$ cat config.mk
export PLATFORM = sky130hd
export DESIGN_NAME = nest_irq_ack
export DESIGN_NICKNAME = d
export VERILOG_FILES = /design/src/rtl/nest_irq_pkg.sv /design/src/rtl/nest_irq_ack.sv
export VERILOG_INCLUDE_DIRS = /design/src /design/src/rtl
export SDC_FILE = /design/constraint.sdc
export NUM_CORES = 1
export LEC_CHECK = 0
export ABC_AREA = 1
export BUFFER_PORTS_ARGS = -buffer_cell sky130_fd_sc_hd__clkbuf_2
export CORE_MARGIN = 2
export CORE_UTILIZATION = 52
export DETAILED_ROUTE_END_ITERATION = 7
export MAX_ROUTING_LAYER = met4
export PLACE_DENSITY = 0.78
export SLEW_MARGIN = 20
export SYNTH_ARGS = -nofsm -noshare
export SYNTH_HDL_FRONTEND = slang
export SYNTH_SLANG_ARGS = --single-unit
$ cat constraint.sdc
create_clock -name pclk -period 1.7 [get_ports pclk]
set_input_delay 0.255 -clock pclk [delete_from_list [all_inputs] [get_ports pclk]]
set_output_delay 0.255 -clock pclk [all_outputs]
set_load 0.1 [all_outputs]
$ cat src/rtl/nest_irq_defines.svh
/*
  offsets, field positions, reset values and timing counts of the
  nested interrupt acknowledge block.
  assumes it is included by bare name into the design files.
*/
`ifndef NEST_IRQ_DEFINES_SVH
`define NEST_IRQ_DEFINES_SVH

// apb register offsets (byte addresses)
`define OFF_CTRL 8'h00
`define OFF_ENABLE 8'h04
`define OFF_REQUEST 8'h08
`define OFF_REQ_SET 8'h0C
`define OFF_VEC_BANK 8'h10
`define OFF_STATUS 8'h14

// control register fields
`define CTRL_PRIO_LSB 0
`define CTRL_NEST_LSB 4
`define CTRL_ME_BIT 8

// reset values
`define PRIO_RST 4'h0
`define NEST_RST 2'h0
`define EN_RST 7'h00
`define VB_RST 12'h000

// nesting status codes
`define NEST_ST0 2'h0
`define NEST_ST1 2'h1
`define NEST_ST2 2'h2

// acknowledge processing length in machine cycles
`define ACK_CYCLES 2'h3

// interrupt control instructions touch data memory fb0h..fbfh
`define IRQ_CTRL_PAGE 8'hFB

`endif

$ cat src/rtl/nest_irq_pkg.sv
/*
  types shared by the nested interrupt acknowledge block.
  assumes nothing outside itself.
*/
package nest_irq_pkg;

  // one machine cycle of the core's instruction sequencer
  typedef struct packed {
    logic done;        // last machine cycle of an instruction
    logic last_cycle;  // current machine cycle is the final one
    logic [11:0] addr; // data memory address touched
    logic ei;          // enable-all instruction executes
    logic di;          // disable-all instruction executes
    logic return_from_irq_instr;        // return-from-interrupt executes
  } instr_s;

  // acknowledge answer towards the core
  typedef struct packed {
    logic busy;        // acknowledge processing in progress
    logic [2:0] vector;// accepted vector, 0 is the shared one
    logic mem_bank_enable;         // memory bank enable from vector table
    logic reg_bank_enable;         // register bank enable from vector table
  } ack_s;

  typedef enum logic {
    ACK_IDLE = 1'b0,
    ACK_RUN = 1'b1
  } ack_state_e;

endpackage
$ cat src/rtl/nest_irq_ack.sv
/*
  interrupt acceptance, two-level nesting and acknowledge timing,
  with an apb register file.
  assumes the core sequencer drives instr on pclk, ignores its own
  instruction flow while ack.busy is high, and that sources deliver
  one-cycle event pulses already synchronous to pclk.
*/
// The placing of the registers and register access over APB were chosen for this implementation.
`timescale 1ns/1ps
`include "nest_irq_defines.svh"

// How it works
// [RULE_01] high priority source accepted in status 0/1
// [RULE_02] priority nesting alone stops at two levels
// [RULE_03] status zeroed by software reopens all sources
// [RULE_04] software changes status only after disable-all; the block takes a status write in any cycle without an ack end or a return
// [RULE_05] one enabled sharing source drives shared request
// [RULE_06] single enabled sharing source: flag cleared on ack
// [RULE_07] both sharing sources enabled: request is OR
// [RULE_08] both enabled: ack leaves both flags set
// [RULE_09] remaining shared flag keeps request asserted
// [RULE_10] high priority shared remainder nests at once
// [RULE_11] low priority shared remainder waits for return
// [RULE_12] control instruction: one more, then ack
// [RULE_13] chained control instructions all run first
// [RULE_14] disable-all holds request until enable-all
// [RULE_15] control instructions address data memory fbxh
// [RULE_16] set in last cycle: one more instruction
// [RULE_17] set earlier: ack right after this instruction
// [RULE_18] software set flag behaves like hardware
// [RULE_19] ack loads bank enables from vector table
// [RULE_20] source enable alone insufficient; master enable needed
// [RULE_21] reset disables all, status zero
// [RULE_22] ack advances status, clears accepted flag
// [RULE_23] return restores saved status
// [RULE_24] simultaneous requests resolved by fixed order
// [RULE_25] flags hold until acknowledged or cleared; an ack of vector 0 with one shared source on clears all enabled flags
module nest_irq_ack #(
  parameter int NSRC = 7,       // sources, 0 and 1 share vector 0
  parameter int NVEC = 6,       // vectored requests
  parameter int STACK_DEPTH = 4 // saved status entries
) (
  input wire logic pclk, // machine cycle clock
  input wire logic presetn, // async reset, active low
  input wire logic psel, // apb select
  input wire logic penable, // apb access phase
  input wire logic pwrite, // apb direction
  input wire logic [7:0] paddr, // apb byte address
  input wire logic [31:0] pwdata, // apb write data
  output logic [31:0] prdata, // apb read data
  output logic pready, // apb ready
  output logic pslverr, // apb error on unmapped address
  input wire nest_irq_pkg::instr_s instr, // core sequencer state
  input wire logic basic_timer_event, // timer event pulse
  input wire logic ext_both_edge_event, // edge input event pulse
  input wire logic [4:0] other_src_event, // vectors 1..5 events
  output nest_irq_pkg::ack_s ack, // acknowledge answer
  output logic master_enable_flag, // interrupts enabled
  output logic [1:0] nest_status // current processing status
);
  import nest_irq_pkg::*;

  // registers
  logic [3:0] priority_select_reg_q; // chosen high priority vector
  logic [NSRC-1:0] source_enable_flag_q; // per source enables
  logic [NSRC-1:0] source_request_flag_q; // pending requests
  logic [NSRC-1:0] source_request_flag_d;
  logic [11:0] vec_bank_q; // mbe/rbe per vector
  logic master_enable_q; // master enable
  logic [1:0] nest_q; // processing status
  logic [1:0] nest_stack_q [STACK_DEPTH]; // saved status words
  logic [$clog2(STACK_DEPTH)-1:0] sp_q; // stack pointer
  ack_state_e state_q; // acknowledge sequencer state
  logic [1:0] ack_cnt_q; // cycles spent in acknowledge
  ack_s ack_q; // answer towards core
  logic early_q; // request may be taken at this instruction end
  logic [31:0] prdata_q;
  logic pready_q;
  logic pslverr_q;

  // combinational terms
  logic [NSRC-1:0] events; // all event pulses in source order
  logic [NVEC-1:0] vectored_request;
  logic [NVEC-1:0] accept;
  logic eligible; // some vector may be taken now
  logic [2:0] sel_vec; // chosen vector
  logic go; // acknowledge starts at this edge
  logic ack_end; // last acknowledge cycle
  logic bus_wr;
  logic bus_setup;

  // decode of the interrupt control instruction class
  function automatic logic is_ctrl(input logic [11:0] a); // [RULE_15]
    return a[11:4] == `IRQ_CTRL_PAGE;
  endfunction

  // status after acknowledge: 0 goes to 1, 1 goes to 2
  function automatic logic [1:0] next_status(input logic [1:0] s);
    return (s == `NEST_ST0) ? `NEST_ST1 : `NEST_ST2;
  endfunction

  // vector chosen as high priority; codes 0 and 7..15 select none
  function automatic logic is_hi(input logic [3:0] p, input logic [2:0] v);
    return (p != 4'h0) && (p <= 4'h6) && (p[2:0] == v + 3'h1);
  endfunction

  assign events = {other_src_event, ext_both_edge_event, basic_timer_event};
  assign bus_setup = psel && !penable;
  assign bus_wr = psel && penable && pwrite && pready_q;
  assign ack_end = (state_q == ACK_RUN) && (ack_cnt_q == `ACK_CYCLES - 2'h1);

  // shared vector: only enabled sources count, ored when both are on
  always_comb begin
    vectored_request[0] = (source_request_flag_q[0] && source_enable_flag_q[0]) || // [RULE_05] [RULE_07]
      (source_request_flag_q[1] && source_enable_flag_q[1]); // [RULE_09]
    for (int i = 1; i < NVEC; i++) begin
      vectored_request[i] = source_request_flag_q[i+1] && source_enable_flag_q[i+1];
    end
  end

  // high priority is taken in status 0 and 1, low priority only in 0
  always_comb begin
    for (int i = 0; i < NVEC; i++) begin
      accept[i] = master_enable_q && vectored_request[i] && // [RULE_20]
        ((nest_q == `NEST_ST0) || // [RULE_03]
        ((nest_q == `NEST_ST1) && is_hi(priority_select_reg_q, 3'(i)))); // [RULE_01] [RULE_02] [RULE_10] [RULE_11]
    end
  end

  // fixed order: the lowest vector wins, the rest stay pending, but if vector 0 wins with one shared source enabled its ack clears them
  always_comb begin
    sel_vec = 3'h0;
    for (int i = NVEC - 1; i >= 0; i--) begin
      if (accept[i]) begin
        sel_vec = 3'(i); // [RULE_24]
      end
    end
  end

  assign eligible = |accept;
  // take at the end of an ordinary instruction; a flag seen in that final cycle
  // was set before it, one set in the final cycle shows only in the next one
  assign go = (state_q == ACK_IDLE) && instr.done && !is_ctrl(instr.addr) && // [RULE_12] [RULE_13]
    eligible; // [RULE_14] [RULE_16] [RULE_17]

  // armed: an accepted request waits for the end of an ordinary instruction;
  // kept for software only, the take decision itself needs no history, so a
  // one-cycle instruction right after a late flag still ends in acknowledge
  always_ff @(posedge pclk or negedge presetn) begin
    if (!presetn) begin
      early_q <= 1'b0;
    end else begin
      early_q <= (state_q == ACK_IDLE) && eligible && !go;
    end
  end

  // acknowledge sequencer: three machine cycles of stack work
  always_ff @(posedge pclk or negedge presetn) begin
    if (!presetn) begin
      state_q <= ACK_IDLE;
      ack_cnt_q <= 2'h0;
      ack_q <= '0;
    end else begin
      case (state_q)
        ACK_IDLE: begin
          if (go) begin
            state_q <= ACK_RUN;
            ack_cnt_q <= 2'h0;
            ack_q.busy <= 1'b1;
            ack_q.vector <= sel_vec;
            ack_q.mem_bank_enable <= vec_bank_q[{sel_vec, 1'b0}]; // [RULE_19]
            ack_q.reg_bank_enable <= vec_bank_q[{sel_vec, 1'b1}];
          end
        end
        ACK_RUN: begin
          ack_cnt_q <= ack_cnt_q + 2'h1;
          if (ack_end) begin
            state_q <= ACK_IDLE; // [RULE_12]
            ack_q.busy <= 1'b0;
          end
        end
        default: begin
          state_q <= ACK_IDLE;
        end
      endcase
    end
  end

  // master enable follows the enable-all and disable-all instructions
  always_ff @(posedge pclk or negedge presetn) begin
    if (!presetn) begin
      master_enable_q <= 1'b0; // [RULE_21]
    end else if (instr.di) begin
      master_enable_q <= 1'b0; // [RULE_14]
    end else if (instr.ei) begin
      master_enable_q <= 1'b1; // [RULE_20]
    end
  end

  // status: hardware steps win over a software write in the same cycle;
  // software is expected to write it only with interrupts disabled
  always_ff @(posedge pclk or negedge presetn) begin
    if (!presetn) begin
      nest_q <= `NEST_RST; // [RULE_21]
      sp_q <= '0;
    end else if (ack_end) begin
      nest_stack_q[sp_q] <= nest_q;
      sp_q <= sp_q + 1'b1; // wraps silently beyond STACK_DEPTH levels
      nest_q <= next_status(nest_q); // [RULE_22]
    end else if (instr.return_from_irq_instr) begin
      nest_q <= nest_stack_q[sp_q - 1'b1]; // [RULE_23]
      sp_q <= sp_q - 1'b1;
    end else if (bus_wr && paddr == `OFF_CTRL) begin
      nest_q <= pwdata[`CTRL_NEST_LSB +: 2]; // [RULE_03] [RULE_04]
    end
  end

  // request flags: set by events or software, cleared by ack or software;
  // a set in the clearing cycle wins so nothing is lost
  always_comb begin
    source_request_flag_d = source_request_flag_q;
    if (ack_end) begin
      if (ack_q.vector == 3'h0) begin
        if (source_enable_flag_q[0] != source_enable_flag_q[1]) begin
          source_request_flag_d = source_request_flag_d & ~source_enable_flag_q; // [RULE_06]
        end
      end else begin
        source_request_flag_d[ack_q.vector + 3'h1] = 1'b0; // [RULE_22]
      end
    end
    if (bus_wr && paddr == `OFF_REQUEST) begin
      source_request_flag_d = source_request_flag_d & ~pwdata[NSRC-1:0];
    end
    source_request_flag_d = source_request_flag_d | events; // [RULE_25]
    if (bus_wr && paddr == `OFF_REQ_SET) begin
      source_request_flag_d = source_request_flag_d | pwdata[NSRC-1:0]; // [RULE_18]
    end
  end

  always_ff @(posedge pclk or negedge presetn) begin
    if (!presetn) begin
      source_request_flag_q <= '0;
    end else begin
      source_request_flag_q <= source_request_flag_d; // [RULE_08]
    end
  end

  // software configuration registers
  always_ff @(posedge pclk or negedge presetn) begin
    if (!presetn) begin
      priority_select_reg_q <= `PRIO_RST;
      source_enable_flag_q <= `EN_RST;
      vec_bank_q <= `VB_RST;
    end else if (bus_wr) begin
      case (paddr)
        `OFF_CTRL: priority_select_reg_q <= pwdata[`CTRL_PRIO_LSB +: 4];
        `OFF_ENABLE: source_enable_flag_q <= pwdata[NSRC-1:0];
        `OFF_VEC_BANK: vec_bank_q <= pwdata[11:0];
        default: ;
      endcase
    end
  end

  // apb slave: one wait-free access phase, data prepared in setup
  always_ff @(posedge pclk or negedge presetn) begin
    if (!presetn) begin
      pready_q <= 1'b0;
      pslverr_q <= 1'b0;
      prdata_q <= 32'h0;
    end else begin
      pready_q <= bus_setup;
      if (bus_setup) begin
        pslverr_q <= 1'b0;
        prdata_q <= 32'h0;
        case (paddr)
          `OFF_CTRL: prdata_q <= {23'h0, master_enable_q, 2'h0, nest_q, priority_select_reg_q};
          `OFF_ENABLE: prdata_q <= {25'h0, source_enable_flag_q};
          `OFF_REQUEST: prdata_q <= {25'h0, source_request_flag_q};
          `OFF_REQ_SET: prdata_q <= 32'h0;
          `OFF_VEC_BANK: prdata_q <= {20'h0, vec_bank_q};
          `OFF_STATUS: prdata_q <= {25'h0, 2'(sp_q), ack_q.vector, early_q, ack_q.busy};
          default: pslverr_q <= 1'b1; // unmapped address
        endcase
      end
    end
  end

  assign prdata = prdata_q;
  assign pready = pready_q;
  assign pslverr = pslverr_q;
  assign ack = ack_q;
  assign master_enable_flag = master_enable_q;
  assign nest_status = nest_q;
endmodule

# After elaboration in Yosys (flattened, before gate mapping)
# Memories as Yosys holds them, arrays and structs flattened.
# Cells that the tools add are included.
[totals]
wordCells = 161
ram_bits = 8
n_memories = 1
romBits = 0
output_inout_bits = 43
regBits = 79
latchBits = 0
[mem_list]
columns = ["memory", "words", "width", "read_ports", "rd_ports_with_merged_regs", "wr", "line", "source"]
rows = [
  ["nest_stack_q", 4, 2, 1, 0, 1, "nest_irq_ack.sv:71", "logic [1:0] nest_stack_q [STACK_DEPTH];"],
]
[op_classes]
mul = 0
n_reduce_logical = 71
eq_ne = 17
mux = 37
div = 0
n_lt_le_gt_ge = 5
shift = 0
n_bitwise = 9
addsub = 4
[op_table]
columns = ["op", "count"]
rows = [
  ["12-bit one-hot mux with 5 select lines", 1],
  ["1-bit logical AND", 47],
  ["7-bit two-way mux", 5],
  ["7-bit AND", 3],
  ["7-bit inverter", 3],
  ["3-bit two-way mux", 6],
  ["8-bit by 4-bit == test with 1-bit output (second input constant)", 2],
  ["8-bit by 5-bit == test with 1-bit output (second input constant)", 2],
  ["2-bit two-way mux", 7],
  ["7-bit bitwise OR", 2],
  ["6-bit OR reduction", 2],
  ["1-bit two-way mux", 11],
  ["4-bit by 5-bit < comparator with 1-bit output (second input constant)", 2],
  ["2-bit AND reduction", 5],
  ["3-bit == test (second input constant)", 3],
  ["8-bit by 3-bit == test with 1-bit output (second input constant)", 1],
  ["8-bit == test (second input constant)", 1],
  ["8-bit logical NOT", 1],
  ["1-bit logical OR", 7],
  ["1-bit binary-select mux with 3-bit select", 2],
  ["3-bit by 2-bit == test with 1-bit output (second input constant)", 2],
  ["6-bit two-way mux", 1],
  ["2-bit by 1-bit adder with 2-bit output (second input constant)", 2],
  ["4-bit by 3-bit <= comparator with 1-bit output (second input constant)", 1],
  ["other kinds (20)", 24],
]

# Depth between registers and ports, before layout
[logic_depth]
depth_word = 16
ltp_mapped = 14
ltp_nobuf = 14

# Worst setup path before layout
# No wires, ideal clock.
[synth_path]
path_kind = "reg2reg"
start = "register nest_q[0] (netlist: nest_status[0])"
end = "register ack_q (netlist bit ack[1])"
path_slack_ns = -0.531
required_ns = 1.583
path_stages_with_launch = 12
t_arrival_ns = 2.115
setup_time_ns = 0.117
path_cell_list = "dfrtp_1 nand2_2 o21ai_0 nand4_1 nand2_1 inv_1 nor2_1 inv_1 nand3_1 nand2_1 nand2_1 nand2_1"
[synth_via]
elab_chain_len = 12
word_cells_on_any_way = 31
cone_classes = "eq/ne: 1; mux: 8; reduce/logical: 22"
[synth_rtl]
columns = ["item", "line", "source"]
rows = [
  ["start: declaration", "nest_irq_ack.sv:70", "logic [1:0] nest_q;"],
  ["start signal: assignment", "nest_irq_ack.sv:204", "nest_q <= `NEST_RST;"],
  ["start signal: assignment", "nest_irq_ack.sv:209", "nest_q <= next_status(nest_q);"],
  ["start signal: assignment", "nest_irq_ack.sv:211", "nest_q <= nest_stack_q[sp_q - 1'b1];"],
  ["2-bit by 1-bit == test with 1-bit output (no line)", "n/a", ""],
  ["1-bit logical AND", "nest_irq_ack.sv:126", "((nest_q == `NEST_ST1) && is_hi(priority_select_reg_q, 3'(i))));"],
  ["1-bit logical OR", "nest_irq_ack.sv:125", "((nest_q == `NEST_ST0) ||"],
  ["1-bit logical AND", "nest_irq_ack.sv:124", "accept[i] = master_enable_q && vectored_request[i] &&"],
  ["3-bit two-way mux (6 in a row)", "nest_irq_ack.sv:134", "if (accept[i]) begin"],
  ["1-bit binary-select mux with 3-bit select", "nest_irq_ack.sv:171", "ack_q.mem_bank_enable <= vec_bank_q[{sel_vec, 1'b0}];"],
  ["1-bit two-way mux (implied by the code)", "nest_irq_ack.sv:171", ""],
  ["end: declaration", "nest_irq_ack.sv:75", "ack_s ack_q;"],
]
# Several ways; a longest one is shown, not always the timed one. The select of a mux whose other input is x is not followed.
# A chain may end at the register's enable or synchronous reset.

# Worst setup path after layout
[layout_path]
start = "register nest_q[1] (netlist: nest_status[1])"
end = "register ack_q (netlist bit ack[0])"
[layout_via]
elab_chain_len = 12
word_cells_on_any_way = 31
cone_classes = "eq/ne: 1; mux: 8; reduce/logical: 22"
[layout_rtl]
columns = ["item", "line", "source"]
rows = [
  ["2-bit by 1-bit == test with 1-bit output (no line)", "n/a", ""],
  ["1-bit logical AND", "nest_irq_ack.sv:126", ""],
  ["1-bit logical OR", "nest_irq_ack.sv:125", ""],
  ["1-bit logical AND", "nest_irq_ack.sv:124", ""],
  ["3-bit two-way mux (6 in a row)", "nest_irq_ack.sv:134", ""],
  ["1-bit binary-select mux with 3-bit select", "nest_irq_ack.sv:172", "ack_q.reg_bank_enable <= vec_bank_q[{sel_vec, 1'b1}];"],
  ["1-bit two-way mux (implied by the code)", "nest_irq_ack.sv:172", ""],
]
# Several ways; a longest one is shown, not always the timed one. The select of a mux whose other input is x is not followed.

==> results.json <==
{
  "status": "complete, but fails checks",
  "violations": "negative setup slack",
  "drive_gt1_frac": 0.320,
  "htreeDepth": 3,
  "place.gp.congestion": 0.910,
  "critPathMaxFanout": 8,
  "fin_util": 0.693,
  "place_inst": 648,
  "grt_overflow": 0,
  "core_area_sq_mm": 0.00691,
  "clock_path_buffers": 2,
  "min_from": "instr[1]",
  "dp_slack_ns": -0.0909,
  "numCtsBuffers": 9,
  "synth-seq-cells": 67,
  "final_hold_viol_count": 0,
  "nFillCells": 581,
  "max_freq_mhz": 545,
  "drt_first_pass_iters": 5,
  "via_per_inst": 5.32,
  "yosys_most_used_dff": "dfrtp_1",
  "totalWireLength_um": 10600,
  "placed_cell_area_sq_mm": 0.00445,
  "die_w_um": 89.0,
  "peakVddDrop_v": 0.000419,
  "grt_pass1_vias": 3304,
  "ys_top_cells_by_area": "dfrtp_1 (39%), inv_1 (7.6%), nand2_1 (7.0%), edfxtp_1 (6.4%), o21ai_0 (6.0%)",
  "drc": 0,
  "whs_ns": 0.0493,
  "synth_edf_count": 8,
  "setup_ws_ns": -0.134,
  "leakage_nw": 2.35,
  "ys_top_cells_by_count": "inv_1 (76), nand2_1 (70), dfrtp_1 (59)",
  "clk_pin_slew_ns": 0.07,
  "clk_latency_ns": 0.35,
  "final_cell_area_sq_mm": 0.00479,
  "die-area_sq_mm": 0.00792,
  "cp-end-kind": "flop",
  "drv_slew": 0,
  "synth_most_common_cell": "inv_1",
  "grt_pass1_wl_um": 16200,
  "seqCellArea_sq_mm": 0.00174,
  "min_period_ns": 1.83,
  "instances_no_fill": 668,
  "required_ns": 1.99,
  "die_h_um": 89.0,
  "r2r_start": "nest_status[1]$_DFFE_PN0P_",
  "core.rowCount": 30,
  "multiInputGateArea_sq_mm": 0.00180,
  "drt_iter0_drc": 229,
  "async_reset_ff_frac": 0.881,
  "power_density_mw_per_mm2": 915,
  "fin_nets": 643,
  "yosys_warnings": 0,
  "ys_seq_area_frac": 0.457,
  "holdBufCountCts": 0,
  "yosys.area.top_type_share": 0.393,
  "dp_hpwl_um": 8050,
  "syn_to_final_growth_pct": 27.5,
  "fin_skew_ns": 0.00687,
  "rsz0062_at_grt": "yes",
  "critical_path_class": "reg2reg",
  "syn_inst": 455,
  "cts_tree": "built",
  "startpoint_type": "flop",
  "synth_top_area_cell": "dfrtp_1",
  "netlist_area_sq_mm": 0.00375,
  "cts_sinks": 67,
  "tightest_slew_ns": 0.753,
  "setup_viol": 6,
  "synth_cell_types": 41,
  "antenna_found_initial": 0,
  "wire_per_inst_um": 15.9,
  "vias": 3556,
  "fin_crit_sh": 1.08,
  "port_buffers": 66,
  "slew_headroom": 0.498,
  "initial_core_util": 0.544,
  "postSynthAreaPerCell_sq_um": 8.25,
  "cts_root_buffer": "clkbuf_8",
  "grt_max_degree": 60,
  "cap_violations": 0,
  "io_pins": 112,
  "final_antenna_net_count": 0,
  "startpoint": "nest_status[1]$_DFFE_PN0P_",
  "diodes": 0,
  "holdCritPathClass": "in2reg",
  "cp_data_arrival_time_ns": 2.12,
  "grt_usage": 0.284
}
-- per-layer routing --
layer / global-route usage / share of wire / up-vias
li1: - / - / 1704
met5: - / 0 / -
met3: 0.0489 / 0.062 / 17
met1: 0.371 / 0.43 / 1711
met2: 0.450 / 0.49 / 124
met4: 0.0963 / 0.019 / 0
-- area by class of cell --
| class | instances | area share |
|---|---|---|
| clock buffers | 13 | 0.0311 |
| clock inverters | 3 | 0.00314 |
| inverters | 81 | 0.0645 |
| multi-input cells | 300 | 0.376 |
| flip-flops and latches | 67 | 0.362 |
| well taps | 96 | 0.0251 |
| repair buffers | 108 | 0.138 |
-- cells by family after synthesis --
group                      synth area share
DFF                                   0.457
other                              0.000999
buffers and inverters                 0.128
xor gates and xnor gates            0.00467
adders and majority gates            0.0233
and+or+nand+nor                       0.208
AOI/OAI and AO/OA                     0.178
-- state kept, by name, indices dropped and copies added, names as in the netlist --
signal and flops:
ack 6, ack_cnt_q 2, early_q 1, master_enable_flag 1, nest_stack_q 8, nest_status 2, prdata 12, pready 1
priority_select_reg_q 4, pslverr 1, source_enable_flag_q 7, source_request_flag_q 7, sp_q 2, state_q 1, vec_bank_q 12
-- worst max-delay path, stage by stage, from the launching register on --
cell      delay, ns
dfrtp_4        0.52
inv_4          0.08
nand2_4        0.07
nand3b_1       0.19
a21oi_2        0.17
nand2_1        0.07
nand2_1        0.07
nand2_2        0.06
nand2_4        0.12
nand2_4        0.10
nand2_2        0.06
nand3_1        0.08
nand2_1        0.08
nand2_1        0.05
nand2_1        0.06
-- stage by stage --
step	power [mW]	TNS, ns
floorplan	2.83	-0.231
global placement	3.18	-0.142
detailed placement	3.22	-0.462
CTS	4.38	-0.346
global route	4.60	-1.20
finish	4.38	-0.415
-- worst paths after layout --
check / to / slack (ns) / cells after the start
setup / recovery: ack[0]$_DFFE_PN0P_ / -0.13 / 14
hold / removal: master_enable_flag$_DFFE_PN0P_ / 0.05 / 2
setup reg to reg: ack[0]$_DFFE_PN0P_ / -0.13 / 14
hold reg to reg: prdata[7]$_DFFE_PN0P_ / 0.49 / 2
max in group asynchronous: ack[3]$_DFFE_PN0P_ / 1.07 / 2
min in group asynchronous: sp_q[0]$_DFFE_PN0P_ / 0.07 / 2
-- power breakdown --
group	internal (mW)	leakage [nW]	switching (mW)
registers	1.74	0.783	0.0915
logic	0.393	1.48	0.998
clock network	0.564	0.0872	0.594
-- cells in the final DEF, fill, tap and decap left out, drive strengths merged, types with 4 or more instances in the layout --
master / count
nor3: 6
a21oi: 19
conb: 20
a221oi: 8
edfxtp: 8
ha: 7
o21ai: 47
dfrtp: 59
nand2: 77
buf: 44
nor2: 41
inv: 81
nand3: 24
o31ai: 4
o22ai: 17
nand4: 9
clkbuf: 77
o211ai: 5
-- timing repair --
action / 4_1_cts / 5_1_grt
setup buffers: 2 / 2
setup endpoints to repair: 14 / 17
pin swaps: 6 / 13
gates resized for setup: 10 / 29
Note: power is estimated with default switching activity, not from simulation.
